--- src/logic/sptr_defs.svh ---
/*
 Offsets, reset values and field positions for the stack and data pointer registers.
 Assumes inclusion by bare name from the design files.
*/
`ifndef SPTR_DEFS_SVH
`define SPTR_DEFS_SVH
`define SPTR_SFR_BASE 8'h80
`define SPTR_ADDR_MSB 7
`define SPTR_STACK_TOP_OFS 8'h81
`define SPTR_DP_LOW_OFS 8'h82
`define SPTR_DP_HIGH_OFS 8'h83
`define SPTR_STACK_TOP_RST 8'h07
`define SPTR_DP_LOW_RST 8'h00
`define SPTR_DP_HIGH_RST 8'h00
`endif

--- src/logic/sptr_pkg.sv ---
/*
 Types shared by the pointer register block.
 Assumes nothing beyond a SystemVerilog compiler.
*/
package sptr_pkg;
   typedef enum logic [1:0] {STACK_IDLE, STACK_PUSH, STACK_POP} stack_op_t;
   typedef logic [7:0] byte_t;
endpackage

--- src/logic/stack_step.sv ---
/*
 Stack pointer step unit: next pointer and the access address for a push or pop.
 Assumes the caller qualifies the operation code.
*/
`timescale 1ns/1ps
module stack_step (
   input wire logic [7:0] pointer_i,
   input wire sptr_pkg::stack_op_t op_i,
   output logic [7:0] next_pointer_o,
   output logic [7:0] access_addr_o
);
   always_comb begin
      case (op_i)
         sptr_pkg::STACK_PUSH: begin
            next_pointer_o = pointer_i + 8'h01;
            access_addr_o = pointer_i + 8'h01;
         end
         sptr_pkg::STACK_POP: begin
            next_pointer_o = pointer_i - 8'h01;
            access_addr_o = pointer_i;
         end
         default: begin
            next_pointer_o = pointer_i;
            access_addr_o = pointer_i;
         end
      endcase
   end
endmodule

--- src/logic/stack_and_data_pointer_regs.sv ---
/*
 Stack top pointer and 16-bit data pointer registers, reached by direct
 special function register accesses in the upper half of the data space.
 Assumes the core execution logic issues at most one access per cycle and
 that stack and direct writes never coincide (stack wins if they do).
*/
`timescale 1ns/1ps
`include "sptr_defs.svh"
module stack_and_data_pointer_regs (
   input wire logic clk_i,
   input wire logic reset_n_i,
   input wire logic direct_valid_i,
   input wire logic direct_write_i,
   input wire logic [7:0] direct_addr_i,
   input wire logic [7:0] direct_wdata_i,
   output logic sfr_select_o,
   output logic reg_hit_o,
   output logic [7:0] direct_rdata_o,
   input wire logic push_i,
   input wire logic pop_i,
   output logic stack_access_o,
   output logic [7:0] stack_addr_o,
   output logic [7:0] stack_top_pointer_o,
   output logic [15:0] data_pointer_o
);
   logic [7:0] stack_top_pointer;
   logic [7:0] data_pointer_low_byte;
   logic [7:0] data_pointer_high_byte;
   logic [7:0] next_stack_top_pointer;
   logic [7:0] next_data_pointer_low_byte;
   logic [7:0] next_data_pointer_high_byte;
   logic [7:0] next_direct_rdata;
   logic [7:0] step_pointer;
   logic [7:0] step_addr;
   sptr_pkg::stack_op_t op;
   logic is_sfr;
   logic wr;

   // Upper half of direct space is the register space
   function automatic logic sfr_space(input logic [7:0] a);
      sfr_space = a[`SPTR_ADDR_MSB];
   endfunction

   assign is_sfr = direct_valid_i && sfr_space(direct_addr_i);
   assign sfr_select_o = is_sfr;
   assign reg_hit_o = is_sfr && (direct_addr_i == `SPTR_STACK_TOP_OFS || direct_addr_i == `SPTR_DP_LOW_OFS ||
                                 direct_addr_i == `SPTR_DP_HIGH_OFS);
   assign wr = is_sfr && direct_write_i;

   // Push takes precedence over pop when both are raised
   assign op = push_i ? sptr_pkg::STACK_PUSH : (pop_i ? sptr_pkg::STACK_POP : sptr_pkg::STACK_IDLE);
   assign stack_access_o = push_i || pop_i;

   stack_step u_step (
      .pointer_i(stack_top_pointer),
      .op_i(op),
      .next_pointer_o(step_pointer),
      .access_addr_o(step_addr)
   );

   // Stack address is combinational so the memory write sees the already incremented slot
   assign stack_addr_o = step_addr;

   always_comb begin
      next_stack_top_pointer = stack_top_pointer;
      next_data_pointer_low_byte = data_pointer_low_byte;
      next_data_pointer_high_byte = data_pointer_high_byte;
      next_direct_rdata = 8'h00;
      if (wr && direct_addr_i == `SPTR_STACK_TOP_OFS) begin
         next_stack_top_pointer = direct_wdata_i;
      end
      if (wr && direct_addr_i == `SPTR_DP_LOW_OFS) begin
         next_data_pointer_low_byte = direct_wdata_i;
      end
      if (wr && direct_addr_i == `SPTR_DP_HIGH_OFS) begin
         next_data_pointer_high_byte = direct_wdata_i;
      end
      if (op != sptr_pkg::STACK_IDLE) begin
         next_stack_top_pointer = step_pointer;
      end
      if (is_sfr && !direct_write_i) begin
         case (direct_addr_i)
            `SPTR_STACK_TOP_OFS: next_direct_rdata = stack_top_pointer;
            `SPTR_DP_LOW_OFS: next_direct_rdata = data_pointer_low_byte;
            `SPTR_DP_HIGH_OFS: next_direct_rdata = data_pointer_high_byte;
            default: next_direct_rdata = 8'h00;
         endcase
      end
   end

   always_ff @(posedge clk_i or negedge reset_n_i) begin
      if (!reset_n_i) begin
         stack_top_pointer <= `SPTR_STACK_TOP_RST;
         data_pointer_low_byte <= `SPTR_DP_LOW_RST;
         data_pointer_high_byte <= `SPTR_DP_HIGH_RST;
         direct_rdata_o <= 8'h00;
      end else begin
         stack_top_pointer <= next_stack_top_pointer;
         data_pointer_low_byte <= next_data_pointer_low_byte;
         data_pointer_high_byte <= next_data_pointer_high_byte;
         direct_rdata_o <= next_direct_rdata;
      end
   end

   assign stack_top_pointer_o = stack_top_pointer;
   assign data_pointer_o = {data_pointer_high_byte, data_pointer_low_byte};

   property p_reset_value;
      @(posedge clk_i) $rose(reset_n_i) |-> stack_top_pointer_o == 8'h07;
   endproperty
   a_reset_value: assert property (p_reset_value) else $error("stack pointer not 0x07 after reset");

   property p_push_inc;
      @(posedge clk_i) disable iff (!reset_n_i)
         push_i |-> stack_addr_o == stack_top_pointer_o + 8'h01 ##1 stack_top_pointer_o == $past(stack_addr_o);
   endproperty
   a_push_inc: assert property (p_push_inc) else $error("push did not pre-increment");

   property p_push_slot;
      @(posedge clk_i) disable iff (!reset_n_i)
         push_i |=> stack_top_pointer_o == $past(stack_addr_o);
   endproperty
   a_push_slot: assert property (p_push_slot) else $error("pointer does not name pushed slot");

   property p_pop_dec;
      @(posedge clk_i) disable iff (!reset_n_i)
         (pop_i && !push_i) |-> stack_addr_o == stack_top_pointer_o ##1 stack_top_pointer_o == $past(stack_addr_o) - 8'h01;
   endproperty
   a_pop_dec: assert property (p_pop_dec) else $error("pop did not read then decrement");

   property p_dp_low;
      @(posedge clk_i) disable iff (!reset_n_i)
         (direct_valid_i && direct_write_i && direct_addr_i == 8'h82) |=> data_pointer_o[7:0] == $past(direct_wdata_i);
   endproperty
   a_dp_low: assert property (p_dp_low) else $error("low byte write not on bits 7..0");

   property p_dp_high;
      @(posedge clk_i) disable iff (!reset_n_i)
         (direct_valid_i && direct_write_i && direct_addr_i == 8'h83) |=> data_pointer_o[15:8] == $past(direct_wdata_i);
   endproperty
   a_dp_high: assert property (p_dp_high) else $error("high byte write not on bits 15..8");

   property p_sfr_decode;
      @(posedge clk_i) disable iff (!reset_n_i)
         sfr_select_o == (direct_valid_i && direct_addr_i >= 8'h80);
   endproperty
   a_sfr_decode: assert property (p_sfr_decode) else $error("register space decode wrong");

   property p_sp_write;
      @(posedge clk_i) disable iff (!reset_n_i)
         (direct_valid_i && direct_write_i && direct_addr_i == 8'h81 && !push_i && !pop_i)
            |=> stack_top_pointer_o == $past(direct_wdata_i);
   endproperty
   a_sp_write: assert property (p_sp_write) else $error("stack pointer write lost");

   property p_dp_hold;
      @(posedge clk_i) disable iff (!reset_n_i)
         !(direct_valid_i && direct_write_i) |=> $stable(data_pointer_o);
   endproperty
   a_dp_hold: assert property (p_dp_hold) else $error("data pointer changed without write");

   property p_reset_dp;
      @(posedge clk_i) $rose(reset_n_i) |-> data_pointer_o == 16'h0000;
   endproperty
   a_reset_dp: assert property (p_reset_dp) else $error("data pointer not zero after reset");

   // Read data lags the request by one cycle, so compare against the pointer seen at the request
   property p_rdata_sp;
      @(posedge clk_i) disable iff (!reset_n_i)
         (direct_valid_i && !direct_write_i && direct_addr_i == `SPTR_STACK_TOP_OFS)
            |=> direct_rdata_o == $past(stack_top_pointer_o);
   endproperty
   a_rdata_sp: assert property (p_rdata_sp) else $error("stack pointer read wrong");

   property p_rdata_dpl;
      @(posedge clk_i) disable iff (!reset_n_i)
         (direct_valid_i && !direct_write_i && direct_addr_i == `SPTR_DP_LOW_OFS)
            |=> direct_rdata_o == $past(data_pointer_o[7:0]);
   endproperty
   a_rdata_dpl: assert property (p_rdata_dpl) else $error("low byte read wrong");

   property p_rdata_dph;
      @(posedge clk_i) disable iff (!reset_n_i)
         (direct_valid_i && !direct_write_i && direct_addr_i == `SPTR_DP_HIGH_OFS)
            |=> direct_rdata_o == $past(data_pointer_o[15:8]);
   endproperty
   a_rdata_dph: assert property (p_rdata_dph) else $error("high byte read wrong");

   property p_low_space_hold;
      @(posedge clk_i) disable iff (!reset_n_i)
         (direct_valid_i && direct_write_i && !direct_addr_i[7] && !push_i && !pop_i)
            |=> $stable(stack_top_pointer_o) && $stable(data_pointer_o);
   endproperty
   a_low_space_hold: assert property (p_low_space_hold) else $error("RAM write reached a register");

   property p_low_space_rdata;
      @(posedge clk_i) disable iff (!reset_n_i)
         (direct_valid_i && !direct_addr_i[7]) |=> direct_rdata_o == 8'h00;
   endproperty
   a_low_space_rdata: assert property (p_low_space_rdata) else $error("RAM access drove read data");

   property p_unmapped_read;
      @(posedge clk_i) disable iff (!reset_n_i)
         (direct_valid_i && !direct_write_i && direct_addr_i[7] && !reg_hit_o) |=> direct_rdata_o == 8'h00;
   endproperty
   a_unmapped_read: assert property (p_unmapped_read) else $error("unmapped read not zero");

   property p_reg_hit;
      @(posedge clk_i) disable iff (!reset_n_i)
         reg_hit_o == (sfr_select_o && direct_addr_i[7:2] == 6'h20 && direct_addr_i[1:0] != 2'h0);
   endproperty
   a_reg_hit: assert property (p_reg_hit) else $error("register hit decode wrong");

   property p_sp_hold;
      @(posedge clk_i) disable iff (!reset_n_i)
         (!push_i && !pop_i && !(direct_valid_i && direct_write_i && direct_addr_i == `SPTR_STACK_TOP_OFS))
            |=> $stable(stack_top_pointer_o);
   endproperty
   a_sp_hold: assert property (p_sp_hold) else $error("stack pointer moved without cause");

   property p_idle_addr;
      @(posedge clk_i) disable iff (!reset_n_i)
         (!push_i && !pop_i) |-> stack_addr_o == stack_top_pointer_o;
   endproperty
   a_idle_addr: assert property (p_idle_addr) else $error("idle stack address not the top");
endmodule

--- config.mk ---
export PLATFORM = sky130hd
export DESIGN_NAME = stack_and_data_pointer_regs
export DESIGN_NICKNAME = d
export VERILOG_FILES = /design/src/logic/sptr_pkg.sv /design/src/logic/stack_step.sv /design/src/logic/stack_and_data_pointer_regs.sv
export VERILOG_INCLUDE_DIRS = /design/src /design/src/logic
export SDC_FILE = /design/constraint.sdc
export NUM_CORES = 1
export LEC_CHECK = 0
export BUFFER_PORTS_ARGS = -buffer_cell sky130_fd_sc_hd__buf_2
export CAP_MARGIN = 0
export CORE_ASPECT_RATIO = 1.5
export CORE_MARGIN = 2
export CORE_UTILIZATION = 47
export CTS_BUF_LIST = sky130_fd_sc_hd__clkbuf_2 sky130_fd_sc_hd__clkbuf_4 sky130_fd_sc_hd__clkbuf_8
export DETAILED_ROUTE_END_ITERATION = 12
export PLACE_DENSITY_LB_ADDON = 0.2
export SLEW_MARGIN = 0
export SYNTH_ARGS = -nofsm -noshare
export SYNTH_HDL_FRONTEND = slang
export SYNTH_SLANG_ARGS = --single-unit
export TNS_END_PERCENT = 1
--- constraint.sdc ---
create_clock -name clk_i -period 1.7 [get_ports clk_i]
set_input_delay 0.17 -clock clk_i [delete_from_list [all_inputs] [get_ports clk_i]]
set_output_delay 0.17 -clock clk_i [all_outputs]
set_load 0.03 [all_outputs]
==> parameters.txt, run 1 <==
Parameter                              Value

Run status
  Status    complete, but fails checks
  Violations in the final reports    setup timing

Power and ir drop
  Power per cell area    1200 nW/um2
  Worst voltage drop across the vdd grid    0.850 mV
  Leakage power    0.00132 uW

Synth
  Register bit count reported by yosys    32
  Synth Net Count    215
  Average footprint of a synthesized cell    9.86 um2
  Cell type with the highest aggregate area in the netlist    dfrtp_1
  Yosys synthesis warning count    0
  Area share of the largest cell type after synthesis    38.5%
  Most common cell in the netlist    dfrtp_1
  Async SR Flop Fraction    100%
  Leading register cell type out of synthesis    dfrtp_1
  Post-synth EDFFs    0
  Most frequent cells after synthesis    dfrtp_1 (29), nor2_1 (21), mux2_2 (20)
  Synthesized cell area    roughly 1900 um2
  Distinct cell type count of the synthesized netlist    45
  Cell types with the largest area share after synthesis    dfrtp_1 (39%), mux2_2 (12%), dfstp_2 (4.2%)
  Synthesized instance count    191
  Fraction of the yosys area taken by sequential cells    about 43%

Drt
  Total routed wirelength    5160 um
  Routed vias/inst    5.54
  Initial DRC Count    33
  Total vias in the final route    1,766
  Post-route ant nets    0
  Post-detailed-route DRC marker count    0
  Final routed wire length divided by cell count    16.2 um
  Number of optimization iterations in the first detailed-route pass    4

Critical path
  Crit-path cells    ha_4 > nand3_2 > nor2_4 > nand2_2 > xnor2_4 > buf_6
  Worst Path Class, Setup    flip-flop to output port
  Largest incremental delay on the critical path    around 0.62 ns
  Cell family with the largest share of critical-path delay    flip-flops
  Buf+Inv Stages, Crit Path    1
  Worst endpoint required time    approximately 1.5 ns
  Cell with the largest stage delay on the worst path    dfstp_2
  Arrival time reported for the critical path endpoint    1.68 ns
  Critical path peak fanout    5
  Crit path launch type    flip-flop
  Endpoint type of the worst setup path    output port

STA
  Post-route clock skew    0.00512 ns
  Number of hold violations in the final report    0
  RSZ-0062 raised after global routing    true
  Maximum clock rate    between 0.5 and 0.6 GHz
  # setup viols final    8
  Final worst hold slack    0.139 ns
  Number of slew-limit violations in the final report    0
  Worst slew pin tran    0.713 ns
  Period utilization    109%
  Slew headroom    between 50 and 60%
  Minimum clock period    1.85 ns
  Final worst-path setup slack    -0.146 ns

Flow run
  Max-capacitance violation count    0

Final layout
  Final non-filler cell area    2670 um2
  Number of filler instances in the final layout    310
  Post-layout instance count excluding filler cells    between 300 and 400
  Synth-to-Final Area Change    41.7%
  Total inserted antenna cells    0
  Number of nets in the layout    297
  Final core area utilization    68.6%
  Fraction of layout instances using a drive strength above 1    between 50% and 60%

Floorplan
  Die outline area    4540 um2
  Area inside the core boundary    3890 um2
  Initial standard-cell utilization of the core    48.4%
  Vertical die dimension    81.5 um
  Number of placed I/O pins    65
  Die width    roughly 56 um
  Std cell rows    28

Place
  Total half-perimeter wirelength after legalization and detailed placement    approximately 3600 um
  Post-detailed-placement cell area    2380 um2
  Post-place setup slack    -0.0195 ns
  Global placement routability congestion    approximately 0.80
  Post-placement cell count    302
  Port Buffers    64

GRT
  Global router's overall resource usage    about 23%
  Number of antenna violations at the first check in global routing    0
  Vias in the first global route    1,708
  Wire length of the first global-routing pass    7980 um
  GR Overflow Total    0
  Maximum number of pins on one net before global-route repair    33

Clock tree
  Maximum root-to-sink buffer count    2
  Clock buffers created by TritonCTS    5
  TritonCTS clock tree    yes
  Maximum level of the CTS H-tree    2
  CTS sink count    32
  Clock insertion delay at the later pin of the skew report    0.29 ns
  Clk slew on worst S/H paths    0.07 ns
  Clk Tree Root Cell    clkbuf_8

Hold path
  Worst hold path class    input pin to flip-flop
registers in the layout, indices dropped and copies added (netlist names):
signal                  count
direct_rdata_o              8
stack_top_pointer_o         8
data_pointer_high_byte      8
data_pointer_low_byte       8
kinds of logic (layout without fill, tap and decap cells):
logic type,Yosys count,count (layout),synth area share [%]
AO/OA/AOI/OAI,39,39,13.6
XOR/XNOR,12,12,5.58
adder cells (fa/ha/maj),2,2,1.33
flip-flops,32,32,42.7
multiplexers,23,23,13.6
buffers and inverters,19,102,4.25
AND/OR/NAND/NOR,64,64,18.9
through the flow:
step | TNS, ns | total power [uW]
after floorplan | -0.254 | 1850
after global placement | 0 | 2260
after detailed placement | -0.106 | 2260
after CTS | -0.751 | 3120
after global routing | -1.36 | 3370
final | -0.838 | 3210
worst paths after layout:
check / endpoint / cells past startpoint / slack (ns) / startpoint
max: stack_addr_o[6] / 6 / -0.15 / stack_top_pointer_o[0]
min: data_pointer_high_byte[1] / 2 / 0.14 / direct_wdata_i[1]
max reg2reg: stack_top_pointer_o[6] / 10 / -0.03 / stack_top_pointer_o[0]
min reg2reg: data_pointer_high_byte[7] / 1 / 0.53 / data_pointer_high_byte[7]
max in group asynchronous: direct_rdata_o[4] / 2 / 0.77 / reset_n_i
min in group asynchronous: stack_top_pointer_o[7] / 2 / 0.48 / reset_n_i
power by group:
group | total [uW] | leakage (uW) | switching (uW) | internal, uW
sequential | 966 | 0.000427 | 108 | 858
clock | 735 | 0.0000541 | 301 | 433
combinational | 1510 | 0.000838 | 878 | 631
total | 3210 | 0.00132 | 1290 | 1920
area by class of cell:
class                           instances  area (um2)  share of cell area (%)
Multi-Input combinational cell        140        1120                    42.1
Sequential cell                        32         805                    30.2
Timing Repair Buffer                   91         562                    21.1
Clock buffer                            5        68.8                    2.58
Tap cell                               45        56.3                    2.11
Clock inverter                          3        42.5                    1.59
Inverter                                3        11.3                   0.422
layer usage:
metal  track usage [%]  vias to the layer above  wire, um  share of wire (%)
met4              11.0                        0       111                2.1
met3              3.78                       10       225                4.4
met2              41.1                       59      2740                 53
li1                  -                      837         -                  -
met1              25.7                      860      2090                 40
met5                 0                        -         0                  0
worst register-to-register path: stages (launching register included):
cell	delay [ns]
dfstp_2	0.62
ha_4	0.17
nand3_2	0.09
nor2_4	0.11
buf_4	0.12
buf_6	0.08
buf_6	0.08
buf_6	0.08
xor2_2	0.12
nand2_1	0.08
o311ai_2	0.09
cells in the final DEF, fill, tap and decap left out, drive strengths merged, types with 5 or more instances in the layout:
cell / instances
o21ai: 12
buf: 90
clkbuf: 5
xnor2: 8
nor2: 23
a21oi: 8
mux2: 21
dfrtp: 29
nand2: 14
a22oi: 8
timing repair:
item	in CTS	in global routing
hold buffers	1	0
gates resized for setup	19	7
endpoints found under the setup margin	6	10
buffers inserted	6	2
pin swaps	4	3
endpoints found under the hold margin	29	0
Note: power is estimated with default switching activity, not from simulation.
==> run 2: changes to the inputs <==
--- a/config.mk
+++ b/config.mk
@@ -14,6 +14,7 @@
 export CTS_BUF_LIST = sky130_fd_sc_hd__clkbuf_2 sky130_fd_sc_hd__clkbuf_4 sky130_fd_sc_hd__clkbuf_8
 export DETAILED_ROUTE_END_ITERATION = 12
 export PLACE_DENSITY_LB_ADDON = 0.2
+export SKIP_CTS_REPAIR_TIMING = 1
 export SLEW_MARGIN = 0
 export SYNTH_ARGS = -nofsm -noshare
 export SYNTH_HDL_FRONTEND = slang
==> constraint.sdc (replaced) <==
create_clock -name clk_i -period 1.7 [get_ports clk_i]
set_input_delay 0.085 -clock clk_i [delete_from_list [all_inputs] [get_ports clk_i]]
set_output_delay 0.085 -clock clk_i [all_outputs]
set_load 0.03 [all_outputs]
==> parameters.txt, run 2 (synthesized netlist as in run 1, its figures left out) <==
Parameter                              Value

Floorplan
  Std cell rows    28
  Die outline area    4540 um2
  Die width    55.7 um
  Initial standard-cell utilization of the core    48.4%
  Area inside the core boundary    approximately 4000 um2
  Number of placed I/O pins    65
  Vertical die dimension    around 82 um

GRT
  Global router's overall resource usage    21.8%
  GR Overflow Total    0
  Wire length of the first global-routing pass    7600 um
  Number of antenna violations at the first check in global routing    0
  Vias in the first global route    1,551
  Maximum number of pins on one net before global-route repair    33

Clock tree
  Clock insertion delay at the later pin of the skew report    0.29 ns
  CTS sink count    32
  Clk slew on worst S/H paths    0.06 ns
  Maximum root-to-sink buffer count    2
  TritonCTS clock tree    yes
  Clk Tree Root Cell    clkbuf_8
  Maximum level of the CTS H-tree    2
  Clock buffers created by TritonCTS    5

STA
  Final worst-path setup slack    -0.0852 ns
  Post-route clock skew    between 0.005 and 0.006 ns
  Number of slew-limit violations in the final report    0
  Slew headroom    52.5%
  Maximum clock rate    0.560 GHz
  Number of hold violations in the final report    0
  Final worst hold slack    0.0562 ns
  Minimum clock period    1.79 ns
  RSZ-0062 raised after global routing    true
  # setup viols final    4
  Period utilization    105%
  Worst slew pin tran    0.712 ns

Critical path
  Cell with the largest stage delay on the worst path    dfstp_2
  Critical path peak fanout    7
  Worst Path Class, Setup    flip-flop to output port
  Endpoint type of the worst setup path    output port
  Worst endpoint required time    1.62 ns
  Largest incremental delay on the critical path    0.64 ns
  Crit-path cells    ha_4 > nand3_1 > nor2_2 > nand2_2 > xnor2_2 > buf_6
  Arrival time reported for the critical path endpoint    1.70 ns
  Crit path launch type    flip-flop
  Launching instance or port of the critical path    stack_top_pointer_o[1]
  Count of cells along the worst register-to-register path    8
  R2r startpoint    stack_top_pointer_o[0]
  Reg2Reg Setup Slack    around 0.08 ns
  Worst reg2reg path endpoint    stack_top_pointer_o[3]

Hold path
  Hold wc startpoint    direct_wdata_i[1]
  Worst hold path class    input pin to flip-flop
  Hold Crit Depth    2
  Endpoint of the worst hold-timing path    data_pointer_high_byte[1]

Place
  Post-place setup slack    0.0291 ns
  Port Buffers    64
  Total half-perimeter wirelength after legalization and detailed placement    3620 um
  Global placement routability congestion    around 0.8

Drt
  Final routed wire length divided by cell count    15.7 um
  Post-route ant nets    0
  Number of optimization iterations in the first detailed-route pass    4
  Total routed wirelength    4840 um
  Post-detailed-route DRC marker count    0
  Initial DRC Count    46
  Total vias in the final route    around 1,700
  Routed vias/inst    5.53

Final layout
  Synth-to-Final Area Change    33.7%
  Number of nets in the layout    288
  Most common cell after layout, fill and taps aside    buf_2
  Final core area utilization    64.7%
  Commonest cells after routing, fill and taps aside    buf_2 (59), dfrtp_1 (29), nor2_1 (20), mux2_2 (20), buf_4 (20)
  Total inserted antenna cells    0
  Fraction of layout instances using a drive strength above 1    roughly 50%

Power and ir drop
  Leakage power    0.00126 uW
  Worst voltage drop across the vdd grid    0.713 mV
  Total power consumption of the routed design    2900 uW
  Power per cell area    1150 nW/um2

Flow run
  Max-capacitance violation count    0

Run status
  Violations in the final reports    setup timing
  Status    complete, but fails checks
## run 2: stage by stage
step	instance area, um2	TNS [ns]	std cells
after floorplan	1940	-0.00183	191
after global placement	2340	0	299
after detailed placement	2340	0	299
after CTS	2420	-0.672	306
after global routing	2520	-0.602	309
final	2520	-0.222	309
## run 2: layout make-up
cell class / instances / area (um2)
Fill cell: 337 / 1370
Multi-Input combinational cell: 140 / 1090
Timing Repair Buffer: 82 / 478
Inverter: 3 / 11.3
Clock inverter: 1 / 5.00
Sequential cell: 32 / 805
Tap cell: 45 / 56.3
Clock buffer: 6 / 76.3
## run 2: worst max-delay path: cells and delay by family, from the launching register on
kind	cells	cell delay [ns]
simple gates	3	0.34
fa+ha+maj	1	0.17
xor+xnor	1	0.13
flops	1	0.64
buf+inv	1	0.15
## run 2: worst max-delay path by stage
stage	to	depth (start not counted)
floorplan	stack_top_pointer_o[7]	6
global placement	stack_top_pointer_o[4]	7
detailed placement	data_pointer_high_byte[1]	5
CTS	stack_addr_o[7]	5
global route	stack_addr_o[6]	6
finish	stack_addr_o[6]	6
## run 2: report_power, final
group          internal, uW  leakage, uW  switching (uW)  total, uW
clock                   294    0.0000445             272        566
combinational           542     0.000789             819       1360
sequential              859     0.000427             118        976
total                  1690      0.00126            1210       2900
## run 2: per-layer routing
| layer | up-vias | track usage [%] | share of wire [%] |
|---|---|---|---|
| li1 | 820 | - | - |
| met1 | 812 | 26.3 | 40 |
| met2 | 66 | 37.5 | 52 |
| met3 | 12 | 4.25 | 5.5 |
| met4 | 0 | 10.2 | 2.5 |
| met5 | - | 0 | 0 |
==> run 3: changes to the inputs <==
--- a/config.mk
+++ b/config.mk
@@ -14,6 +14,7 @@
 export CTS_BUF_LIST = sky130_fd_sc_hd__clkbuf_2 sky130_fd_sc_hd__clkbuf_4 sky130_fd_sc_hd__clkbuf_8
 export DETAILED_ROUTE_END_ITERATION = 12
 export PLACE_DENSITY_LB_ADDON = 0.2
+export SETUP_SLACK_MARGIN = 0.2
 export SKIP_CTS_REPAIR_TIMING = 1
 export SLEW_MARGIN = 0
 export SYNTH_ARGS = -nofsm -noshare
==> parameters.txt, run 3 (synthesized netlist as in run 1, its figures left out) <==
Parameter                              Value

Run status
  Status    complete, but fails checks
  Violations in the final reports    setup timing

Place
  Post-detailed-placement cell area    about 2400 um2
  Total half-perimeter wirelength after legalization and detailed placement    between 3000 and 4000 um
  Post-placement cell count    298
  Port Buffers    64
  Global placement routability congestion    0.843
  Post-place setup slack    0.0133 ns

Final layout
  Final core area utilization    between 60 and 70%
  Number of nets in the layout    291
  Number of filler instances in the final layout    approximately 330
  Most common cell after layout, fill and taps aside    buf_2
  Commonest cells after routing, fill and taps aside    buf_2 (58), dfrtp_1 (27), buf_4 (21)
  Fraction of layout instances using a drive strength above 1    56.0%
  Post-layout instance count excluding filler cells    313
  Total inserted antenna cells    0
  Synth-to-Final Area Change    40.7%
  Final non-filler cell area    ~2700 um2

GRT
  Wire length of the first global-routing pass    7630 um
  Number of antenna violations at the first check in global routing    0
  GR Overflow Total    0
  Maximum number of pins on one net before global-route repair    33
  Vias in the first global route    1,645
  Global router's overall resource usage    21.7%

Drt
  Post-route ant nets    0
  Initial DRC Count    32
  Post-detailed-route DRC marker count    0
  Routed vias/inst    5.54
  Total routed wirelength    4960 um
  Final routed wire length divided by cell count    15.9 um
  Total vias in the final route    1,734
  Number of optimization iterations in the first detailed-route pass    4

STA
  Period utilization    108%
  # setup viols final    5
  Minimum clock period    1.84 ns
  Final worst hold slack    0.0553 ns
  RSZ-0062 raised after global routing    true
  Maximum clock rate    around 0.54 GHz
  Number of hold violations in the final report    0
  Post-route clock skew    0.00955 ns
  Final worst-path setup slack    -0.137 ns
  Number of slew-limit violations in the final report    0
  Slew headroom    52.8%
  Worst slew pin tran    between 0.7 and 0.8 ns

Clock tree
  Clk Tree Root Cell    clkbuf_8
  Clock insertion delay at the later pin of the skew report    about 0.28 ns
  Maximum root-to-sink buffer count    2
  CTS sink count    32
  Maximum level of the CTS H-tree    2
  Clock buffers created by TritonCTS    5
  Clk slew on worst S/H paths    around 0.07 ns
  TritonCTS clock tree    yes

Power and ir drop
  Worst voltage drop across the vdd grid    0.824 mV
  Power per cell area    1170 nW/um2
  Leakage power    0.00129 uW

Critical path
  Endpoint type of the worst setup path    output port
  Arrival time reported for the critical path endpoint    between 1.5 and 2 ns
  Crit path launch type    flip-flop
  Count of cells along the worst register-to-register path    8
  Critical path peak fanout    5
  Worst endpoint required time    1.62 ns
  Worst Path Class, Setup    flip-flop to output port

Flow run
  Max-capacitance violation count    0

Floorplan
  Initial standard-cell utilization of the core    48.4%
  Std cell rows    28
  Area inside the core boundary    3890 um2
  Number of placed I/O pins    between 60 and 70
  Die width    around 56 um
  Vertical die dimension    ~80 um
  Die outline area    4540 um2

Hold path
  Hold Crit Depth    2
  Worst hold path class    input pin to flip-flop
-- run 3: worst paths after layout --
kind,slack (ns),startpoint,endpoint
worst max-delay path,-0.14,stack_top_pointer_o[0],stack_addr_o[7]
worst min-delay path,0.06,direct_wdata_i[1],data_pointer_high_byte[1]
worst max register to register,0.09,stack_top_pointer_o[1],stack_top_pointer_o[4]
worst min register to register,0.53,data_pointer_high_byte[2],data_pointer_high_byte[2]
max in group asynchronous,0.83,reset_n_i,stack_top_pointer_o[3]
min in group asynchronous,0.38,reset_n_i,data_pointer_low_byte[4]
-- run 3: final cells by class --
class / count / area, um2 / area share, %
multi-input cells: 140 / 1170 / 44.3
flip-flops and latches: 32 / 807 / 30.5
repair buffers: 85 / 510 / 19.3
clock buffers: 7 / 83.8 / 3.16
well taps: 45 / 56.3 / 2.12
inverters: 3 / 13.8 / 0.519
clock inverters: 1 / 5.00 / 0.189
-- run 3: layer usage --
| metal | vias up | track usage, % | share of wire, % |
|---|---|---|---|
| met5 | - | 0 | 0 |
| met4 | 0 | 9.76 | 0.97 |
| met3 | 6 | 3.62 | 4.8 |
| met2 | 58 | 39.5 | 55 |
| met1 | 839 | 25.1 | 39 |
| li1 | 831 | - | - |
-- run 3: worst max-delay path: stages, from the launching register on --
cell and delay, ns:
dfstp_2 0.60, buf_6 0.13, nand3_4 0.11, nor3_4 0.22
nand2_2 0.12, xnor2_4 0.15, buf_6 0.15
-- run 3: report_power, final --
group          leakage (uW)  switching, uW  internal [uW]  total [uW]
clock             0.0000491            274            319         593
combinational      0.000818            854            639        1490
sequential         0.000424            147            863        1010
-- run 3: metrics by stage --
step / TNS, ns / power [uW]
floorplan: 0 / 1980
global placement: 0 / 2350
detailed placement: 0 / 2350
finish: -0.480 / 3100
global route: -0.964 / 3260
CTS: -0.712 / 2950
